==> config.mk <==
export PLATFORM = sky130hd
export DESIGN_NAME = esfm_monitor
export DESIGN_NICKNAME = d
export VERILOG_FILES = /design/src/esfm_pkg.sv /design/src/esfm_monitor.sv
export SDC_FILE = /design/constraint.sdc
export NUM_CORES = 1
export LEC_CHECK = 0
export BUFFER_PORTS_ARGS = -buffer_cell sky130_fd_sc_hd__buf_2
export CAP_MARGIN = 30
export CORE_ASPECT_RATIO = 1.5
export CORE_MARGIN = 5
export CORE_UTILIZATION = 40
export DETAILED_ROUTE_END_ITERATION = 12
export PLACE_DENSITY_LB_ADDON = 0.3
export SYNTH_ARGS = -nofsm -noshare
export SYNTH_HDL_FRONTEND = slang
export SYNTH_SLANG_ARGS = --single-unit
==> constraint.sdc <==
create_clock -name clk_sys_in -period 5.2 [get_ports clk_sys_in]
set_clock_uncertainty 0.2 [all_clocks]
set_input_delay 0.52 -clock clk_sys_in [delete_from_list [all_inputs] [get_ports clk_sys_in]]
set_output_delay 0.52 -clock clk_sys_in [all_outputs]
set_load 0.01 [all_outputs]
==> src/esfm_pkg.sv <==
// Purpose: constants and carriers for the encoder and scale fault monitor
// Assumes: one clock, synchronous active-low reset
// Notes: alarm codes are main/sub pairs as shown on the driver display
package esfm_pkg;
	localparam int ESFM_NUM_ALM = 16;
	localparam int ESFM_SCALE_BITS = 6;
	localparam logic [3:0] ESFM_SETUP_IGNORE_OVF = 4'h2;
	localparam logic [15:0] ESFM_TURN_LIMIT = 16'h7FFF;
	localparam logic [7:0] ESFM_MISS_LIMIT_RST = 8'h03;
	// alarm slot indices, also the priority order (lowest index wins)
	localparam int ESFM_I40 = 0;
	localparam int ESFM_I41 = 1;
	localparam int ESFM_I42 = 2;
	localparam int ESFM_I43 = 3;
	localparam int ESFM_I44 = 4;
	localparam int ESFM_I45 = 5;
	localparam int ESFM_I47 = 6;
	localparam int ESFM_I48 = 7;
	localparam int ESFM_I49 = 8;
	localparam int ESFM_I50_0 = 9;
	localparam int ESFM_I50_1 = 10;
	localparam int ESFM_I51 = 11;
	localparam logic [7:0] ESFM_MAIN_40 = 8'h28;
	localparam logic [7:0] ESFM_MAIN_41 = 8'h29;
	localparam logic [7:0] ESFM_MAIN_42 = 8'h2A;
	localparam logic [7:0] ESFM_MAIN_43 = 8'h2B;
	localparam logic [7:0] ESFM_MAIN_44 = 8'h2C;
	localparam logic [7:0] ESFM_MAIN_45 = 8'h2D;
	localparam logic [7:0] ESFM_MAIN_47 = 8'h2F;
	localparam logic [7:0] ESFM_MAIN_48 = 8'h30;
	localparam logic [7:0] ESFM_MAIN_49 = 8'h31;
	localparam logic [7:0] ESFM_MAIN_50 = 8'h32;
	localparam logic [7:0] ESFM_MAIN_51 = 8'h33;
	localparam logic [7:0] ESFM_MAIN_NONE = 8'h00;

	typedef struct packed {
		logic backup_cap_low;
		logic battery_overspeed;
		logic init_fail;
		logic single_turn_fault;
		logic multi_turn_fault;
		logic powerup_overspeed;
		logic index_missing;
		logic commutation_illegal;
		logic encoder_reset;
	} esfm_enc_t;

	typedef struct packed {
		logic frame_ok;
		logic frame_absent;
		logic frame_crc_err;
		logic [5:0] scale_fault_word;
	} esfm_scale_t;

	typedef struct packed {
		logic active;
		logic [7:0] main_code;
		logic [7:0] sub_code;
	} esfm_alarm_t;
endpackage : esfm_pkg

==> src/esfm_monitor.sv <==
// Purpose: latches encoder and external scale faults as main/sub alarm codes
// Assumes: fault inputs are asynchronous levels or pulses from pins
// Notes: all inputs but rst_n_in pass a two-stage synchroniser before any logic reads them
`timescale 1ns/1ps
module esfm_monitor import esfm_pkg::*; #(
	parameter logic [7:0] MISS_LIMIT = ESFM_MISS_LIMIT_RST
) (
	// clock and reset
	input wire logic clk_sys_in,
	input wire logic rst_n_in,
	// encoder status
	input wire esfm_enc_t enc_in,
	input wire logic [15:0] multi_turn_count_in,
	input wire logic [3:0] absolute_encoder_setup_param_in,
	// external scale status
	input wire esfm_scale_t scale_in,
	// host
	input wire logic alarm_clear_input_in,
	// alarm report
	output esfm_alarm_t alarm_out,
	output logic [11:0] alarm_pending_out
);
	localparam int EW = $bits(esfm_enc_t);
	localparam int SW = $bits(esfm_scale_t);

	logic [EW-1:0] enc_s1, enc_s2;
	logic [SW-1:0] scl_s1, scl_s2;
	logic [15:0] turn_s1, turn_s2;
	logic [15:0] turn_prev;
	logic [3:0] setup_s1, setup_s2;
	logic clr_s1, clr_s2, clr_prev;
	logic [5:0] word_prev;
	logic [7:0] miss_cnt;
	logic [11:0] latched;
	logic [5:0] sub51;
	logic enc_reset_seen;
	logic [EW-1:0] next_enc_s1, next_enc_s2;
	logic [SW-1:0] next_scl_s1, next_scl_s2;
	logic [15:0] next_turn_s1, next_turn_s2;
	logic [15:0] next_turn_prev;
	logic [3:0] next_setup_s1, next_setup_s2;
	logic next_clr_s1, next_clr_s2, next_clr_prev;
	logic [5:0] next_word_prev;
	logic [7:0] next_miss_cnt;
	logic [11:0] next_latched;
	logic [5:0] next_sub51;
	logic next_enc_reset_seen;
	esfm_alarm_t next_alarm;
	esfm_enc_t enc;
	esfm_scale_t scl;
	logic [11:0] raise;
	logic clr_pulse;

	// decoded view of the second synchroniser stage
	assign enc = esfm_enc_t'(enc_s2);
	assign scl = esfm_scale_t'(scl_s2);
	// only a rising clear request acts; a held level does nothing
	assign clr_pulse = clr_s2 & ~clr_prev;

	// synchronisers: pins pass two flops before any logic reads them
	always_comb begin
		next_enc_s1 = enc_in;
		next_enc_s2 = enc_s1;
		next_scl_s1 = scale_in;
		next_scl_s2 = scl_s1;
		next_turn_s1 = multi_turn_count_in;
		next_turn_s2 = turn_s1;
		next_setup_s1 = absolute_encoder_setup_param_in;
		next_setup_s2 = setup_s1;
		next_clr_s1 = alarm_clear_input_in;
		next_clr_s2 = clr_s1;
		// the count word is only trusted once two samples agree
		next_turn_prev = turn_s2;
	end

	// setup word is quasi-static, so a plain two-flop pass is enough
	always_ff @(posedge clk_sys_in) begin
		if (!rst_n_in) begin
			enc_s1 <= '0;
			enc_s2 <= '0;
			scl_s1 <= '0;
			scl_s2 <= '0;
			turn_s1 <= '0;
			turn_s2 <= '0;
			turn_prev <= '0;
			setup_s1 <= '0;
			setup_s2 <= '0;
			clr_s1 <= 1'b0;
			clr_s2 <= 1'b0;
		end else begin
			enc_s1 <= next_enc_s1;
			enc_s2 <= next_enc_s2;
			scl_s1 <= next_scl_s1;
			scl_s2 <= next_scl_s2;
			turn_s1 <= next_turn_s1;
			turn_s2 <= next_turn_s2;
			turn_prev <= next_turn_prev;
			setup_s1 <= next_setup_s1;
			setup_s2 <= next_setup_s2;
			clr_s1 <= next_clr_s1;
			clr_s2 <= next_clr_s2;
		end
	end

	// scale link loss: consecutive absent samples, a good frame restarts
	always_comb begin
		// saturates at the limit so a long outage cannot wrap back to zero
		next_miss_cnt = miss_cnt;
		if (scl.frame_ok) begin
			next_miss_cnt = 8'h00;
		end else if (scl.frame_absent && miss_cnt != MISS_LIMIT) begin
			next_miss_cnt = miss_cnt + 8'h01;
		end
	end

	always_ff @(posedge clk_sys_in) begin
		if (!rst_n_in) begin
			miss_cnt <= '0;
		end else begin
			miss_cnt <= next_miss_cnt;
		end
	end

	// alarm latch, clear qualification and scale status edges
	always_comb begin
		next_clr_prev = clr_s2;
		next_word_prev = scl.scale_fault_word;
		raise = '0;
		raise[ESFM_I40] = enc.backup_cap_low;
		// overflow is simply not evaluated when suppressed
		// count bits may land on different edges; a torn word must not alarm
		raise[ESFM_I41] = (turn_s2 > ESFM_TURN_LIMIT) && (turn_s2 == turn_prev) &&
			(setup_s2 != ESFM_SETUP_IGNORE_OVF);
		raise[ESFM_I42] = enc.battery_overspeed;
		raise[ESFM_I43] = enc.init_fail;
		raise[ESFM_I44] = enc.single_turn_fault;
		raise[ESFM_I45] = enc.multi_turn_fault;
		raise[ESFM_I47] = enc.powerup_overspeed;
		raise[ESFM_I48] = enc.index_missing;
		raise[ESFM_I49] = enc.commutation_illegal;
		raise[ESFM_I50_0] = (miss_cnt == MISS_LIMIT);
		raise[ESFM_I50_1] = scl.frame_crc_err;
		raise[ESFM_I51] = |(scl.scale_fault_word & ~word_prev);
		next_sub51 = sub51 | (scl.scale_fault_word & ~word_prev);
		// encoder reset arms a clear of 40/42 only
		next_enc_reset_seen = enc_reset_seen | enc.encoder_reset;
		next_latched = latched | raise;
		if (clr_pulse && enc_reset_seen) begin
			// set wins over clear: a still-present cause re-latches
			next_latched[ESFM_I40] = raise[ESFM_I40];
			next_latched[ESFM_I42] = raise[ESFM_I42];
			next_enc_reset_seen = enc.encoder_reset;
		end
		// remaining slots have no clear path but reset
	end

	// alarm state survives everything but reset (standing in for a power cycle) and the armed clear of 40/42
	always_ff @(posedge clk_sys_in) begin
		if (!rst_n_in) begin
			clr_prev <= 1'b0;
			word_prev <= '0;
			latched <= '0;
			sub51 <= '0;
			enc_reset_seen <= 1'b0;
		end else begin
			clr_prev <= next_clr_prev;
			word_prev <= next_word_prev;
			latched <= next_latched;
			sub51 <= next_sub51;
			enc_reset_seen <= next_enc_reset_seen;
		end
	end

	// report: lowest slot wins, alarm 51 shows its lowest latched bit
	always_comb begin
		// lowest index is scanned last so that it overrides the others
		next_alarm.active = |latched;
		next_alarm.main_code = ESFM_MAIN_NONE;
		next_alarm.sub_code = 8'h00;
		for (int i = ESFM_NUM_ALM - 5; i >= 0; i--) begin
			if (latched[i]) begin
				next_alarm.sub_code = 8'h00;
				case (i)
					ESFM_I40: next_alarm.main_code = ESFM_MAIN_40;
					ESFM_I41: next_alarm.main_code = ESFM_MAIN_41;
					ESFM_I42: next_alarm.main_code = ESFM_MAIN_42;
					ESFM_I43: next_alarm.main_code = ESFM_MAIN_43;
					ESFM_I44: next_alarm.main_code = ESFM_MAIN_44;
					ESFM_I45: next_alarm.main_code = ESFM_MAIN_45;
					ESFM_I47: next_alarm.main_code = ESFM_MAIN_47;
					ESFM_I48: next_alarm.main_code = ESFM_MAIN_48;
					ESFM_I49: next_alarm.main_code = ESFM_MAIN_49;
					ESFM_I50_0: next_alarm.main_code = ESFM_MAIN_50;
					ESFM_I50_1: begin
						next_alarm.main_code = ESFM_MAIN_50;
						next_alarm.sub_code = 8'h01;
					end
					default: begin
						next_alarm.main_code = ESFM_MAIN_51;
						for (int b = ESFM_SCALE_BITS - 1; b >= 0; b--) begin
							if (sub51[b]) begin
								next_alarm.sub_code = 8'(b);
							end
						end
					end
				endcase
			end
		end
	end

	// registered so the display never shows a half-updated code pair
	always_ff @(posedge clk_sys_in) begin
		if (!rst_n_in) begin
			alarm_out <= '0;
		end else begin
			alarm_out <= next_alarm;
		end
	end

	assign alarm_pending_out = latched;
endmodule : esfm_monitor

# Yosys cells after proc, flatten, opt, wreduce, memory -nomap -nowiden

Index checks and enable logic that the tools add are counted.

Equal/unequal tests: 4
Bitwise logic cells: 9
Reductions and logical operators: 16
$add $sub $neg: 1
Multiplexer cells: 21
Magnitude comparators: 1

Operator list:

| operator                                                                | count |
|---|---|
| 14-bit two-way mux                                                      | 12 |
| 8-bit two-way mux                                                       | 5 |
| 12-bit OR reduction                                                     | 2 |
| 18-bit OR reduction                                                     | 1 |
| 17-bit OR reduction                                                     | 1 |
| 16-bit == test                                                          | 1 |
| 16-bit by 15-bit > comparator with 1-bit output, second input constant  | 1 |
| 15-bit OR reduction                                                     | 1 |
| 12-bit bitwise OR                                                       | 1 |
| 11-bit OR reduction                                                     | 1 |
| 8-bit by 1-bit adder with 8-bit output, second input constant           | 1 |
| 8-bit by 2-bit == test with 1-bit output, second input constant         | 1 |
| 8-bit by 2-bit inequality test with 1-bit output, second input constant | 1 |
| 8-bit OR reduction                                                      | 1 |
| 6-bit AND                                                               | 1 |
| 6-bit inverter                                                          | 1 |
| 6-bit bitwise OR                                                        | 1 |
| 6-bit OR reduction                                                      | 1 |
| 5-bit OR reduction                                                      | 1 |
| 1-bit logical AND                                                       | 4 |
| 4-bit by 2-bit inequality test with 1-bit output, second input constant | 1 |
| 2-bit OR reduction                                                      | 2 |
| 1-bit two-way mux                                                       | 3 |
| 3-bit two-way mux                                                       | 1 |
| 4 further kinds                                                         | 6 |

Output and inout port bits: 29
Bits of input ports: 41
Logic and storage cells: 80
Register bits: 145

# Logic depth before layout (Yosys ltp)

Depth after elaboration: 18
Depth in mapped cells: 5
Mapped depth without buffers: 5

# Worst setup path before layout

OpenSTA, ideal clock, no wires.

Path kind: register to register
From: reg miss_cnt[0]
To: reg miss_cnt[1]
Data arrival time: 1.458 ns
Stages on the path, launching flop included: 6
Setup slack: 3.418 ns
Cells stage by stage: dfxtp_1 ha_1 or4b_1 o21ai_2 mux2i_1 nor2_1

Word-level cells in the longest chain between the ends: 2

RTL lines:

| item                                                                                           | line                | source |
|---|---|---|
| from (decl)                                                                                    | esfm_monitor.sv:33  | `logic [7:0] miss_cnt;` |
| from (signal assigned)                                                                         | esfm_monitor.sv:120 | `miss_cnt <= next_miss_cnt;` |
| parallel branches: the longest is 2 deep, another holds 8-bit by 1-bit adder with 8-bit output | n/a                 |  |

Several ways; the timed one is not identified.
A chain may end at the register's enable or synchronous reset.

==> run_results.csv <==
group,metric,value,unit
power,total_power,2.32,mW
power,vdd_drop_max,292,uV
synthesis,synth_cells,386,
setup_path,timing.rr.end,"miss_cnt[1]$_SDFFE_PP0P_",
clock_network,cts_tree,"built",
finish,nNetsFinal,494,
floorplan,dieArea,0.0131,mm^2
floorplan,start_util,40.9,%
timing,fin_crit_sh,38.4,%
synthesis,synth_area,0.00435,mm^2
clock_network,cts_buffer_depth,2,
power,p_leak,2.33,nW
global_route,grt_pass1_vias,2573,
global_route,grt_usage,11.4,%
global_route,grt_max_degree,106,
setup_path,reg2reg_slack,3.29,ns
routing,drc_errors,0,
setup_path,reg2reg_depth,5,
floorplan,die_h,138,um
finish,fin_area,0.00531,mm^2
finish,utilization,49.9,%
timing,maxSlewViolCount,0,
timing,rsz0062_at_grt,"no",
flow_run,maxCapViolCount,0,
floorplan,io-pin-count,70,
timing,final.min_clock_period,2.00,ns
worst_hold_path,hp-class,"in -> reg",
finish,drive_gt1_share,21.0,%
setup_path,critPathCaptureType,"flop",
placement,place_area,0.00476,mm^2
setup_path,crit_start,"rst_n_in",
power,p_per_area,437,mW/mm^2
synthesis,synth_enable_flop_cells,0,
timing,slew_headroom,53.2,%
clock_network,cts_sinks,138,
routing,wl_per_cell,11.2,um
setup_path,crit_path_max_incr_delay,0.63,ns
timing,hold_viol,0,
placement,dp.cells,577,
clock_network,cts_resized,0,
routing,via_per_inst,4.37,
synthesis,ys_ff_latch,138,
placement,place_ws,2.73,ns
synthesis,synth_warnings,0,
placement,hpwl,4.67,mm
setup_path,start_kind,"input port",
setup_path,path_class,"in -> reg",
floorplan,core_area,0.0106,mm^2
placement,io_buffers,62,
placement,gp_congestion,0.700,
synthesis,synthArstFlopShare,0,%
global_route,gr-total-overflow,0,
synthesis,post_synth_num_cell_types,41,
timing,final.setup.worst_slack,3.20,ns
timing,max_freq,500,MHz
routing,antenna_left,0,
setup_path,cp_data_arrival_time,2.10,ns
clock_network,worstSkewPairLatency,0.41,ns
clock_network,cts.hold.buffers_added,0,
setup_path,worst_path_max_delay_cell,"buf_4",
timing,setup_viol,0,
synthesis,yosysTopAreaCellShare,63.4,%
routing,firstDrtPassIters,4,
timing,fin_setup_tns,0,ns
routing,vias,2651,
synthesis,syn_avg_cell_area,11.3,um^2
synthesis,yosys_most_used_dff,"dfxtp_1",
clock_network,cts_setup_buffers,0,
run_status,status,"complete, no violations",
clock_network,cts_made_buffers,17,
setup_path,crit_fanout,105,
global_route,antenna_found_initial,0,
clock_network,clkTransAtPathRegs,0.06,ns
setup_path,crit_chain,"buf_2, buf_4, and2_1, nand2_1, o41ai_1",
setup_path,required,5.30,ns
synthesis,yosysMostFrequentCell,"dfxtp_1",
synthesis,synth.top_cells.by_area,"dfxtp_1, and2_1, xor2_1",
floorplan,rows,46,
synthesis,yosys.area.top_type,"dfxtp_1",
setup_path,setup.worst_path.end,"alarm_pending_out[1]$_SDFF_PN0_",
routing,initialDrtViolationCount,96,
clock_network,htreeDepth,4,
synthesis,ys_seq_area_share,63.4,%
synthesis,synth_commonest_cells,"dfxtp_1, and2_1, xor2_1",
finish,area_growth_syn_to_layout,22.0,%
timing,tightest_slew,0.702,ns
finish,fin_cells,607,
routing,postRouteWirelength,6.78,mm
floorplan,die_w,95.2,um
timing,hold_ws,0.116,ns
clock_network,cts-root-buf,"clkbuf_16",
finish,insertedDiodeCount,0,
global_route,grt_pass1_wl,11.3,mm
setup_path,regToRegStartpoint,"miss_cnt[0]$_SDFFE_PP0P_",
==> layout by cell type, fill, tap and decap left out, types with 2 or more instances in the layout <==
cell type  instances
or3_1              4
a21oi_1            8
xor2_1            17
o21ai_0            3
clkbuf_1           2
inv_1              2
nor2b_1           12
dfxtp_1          138
nor4_1             4
and2_1           102
o21a_1            15
conb_1             7
nor3b_1            2
buf_2             62
nand2b_1           3
a21boi_0           3
nand2_1            6
clkinv_2           5
clkbuf_8           3
clkbuf_16         17
xnor2_1            3
nor2_1            14
nand4_1            4
nor3_1             4
==> critical path: cells and delay by family <==
kind	cells	cell delay [ns]
buf+inv	2	0.96
simple gates	2	0.30
compound gates	1	0.27
==> per-layer routing <==
metal	share of wire [%]	track usage [%]	routed length, um	vias to the layer above
li1	-	-	-	1368
met1	41	11.8	2770	1205
met2	51	19.2	3480	67
met3	6.4	4.48	433	11
met4	1.4	6.50	94	0
met5	0	0	0	-
==> where the power goes <==
group / switching, mW / leakage (nW) / total [mW] / internal (mW)
clock network: 0.396 / 0.271 / 1.08 / 0.685
logic: 0.0518 / 0.927 / 0.110 / 0.0580
registers: 0.0207 / 1.14 / 1.13 / 1.11
total: 0.469 / 2.33 / 2.32 / 1.85
==> area by class of cell <==
type | count | area, um^2
clock inverters | 8 | 71.3
well taps | 144 | 180
clock buffers | 22 | 474
flip-flops and latches | 138 | 2760
multi-input cells | 230 | 1500
repair buffers | 63 | 318
inverters | 2 | 7.51
fillers | 988 | 5340
==> sequential cells by signal (all words and copies together) (netlist names) <==
signal	count
alarm_out	10
alarm_pending_out	12
clr_prev	1
clr_s1	1
clr_s2	1
enc	9
enc_reset_seen	1
enc_s1	9
miss_cnt	8
next_scl_s2	9
next_setup_s2	4
next_turn_prev	16
next_turn_s2	16
scl	9
setup_s2	4
sub51	6
turn_prev	16
word_prev	6
==> worst min path at each step <==
stage | from | depth (start not counted) | endpoint
after floorplan | scl[6]$_SDFF_PN0_ | 1 | alarm_pending_out[10]$_SDFF_PN0_
after global placement | enc[1]$_SDFF_PN0_ | 1 | alarm_pending_out[8]$_SDFF_PN0_
after detailed placement | enc[6]$_SDFF_PN0_ | 1 | alarm_pending_out[3]$_SDFF_PN0_
after CTS | scale_in[7] | 2 | next_scl_s2[7]$_SDFF_PN0_
after global routing | multi_turn_count_in[12] | 2 | next_turn_s2[12]$_SDFF_PN0_
final | scale_in[7] | 2 | next_scl_s2[7]$_SDFF_PN0_
==> cells by family after synthesis <==
kind of cell | share of synthesized area (%)
mux | 0.230
flops | 63.4
compound gates | 5.72
fa+ha+maj | 0.287
simple gates | 23.5
buf+inv | 2.70
other cells | 0.0861
xor+xnor | 4.02
Power figures use the tool's default switching activity.
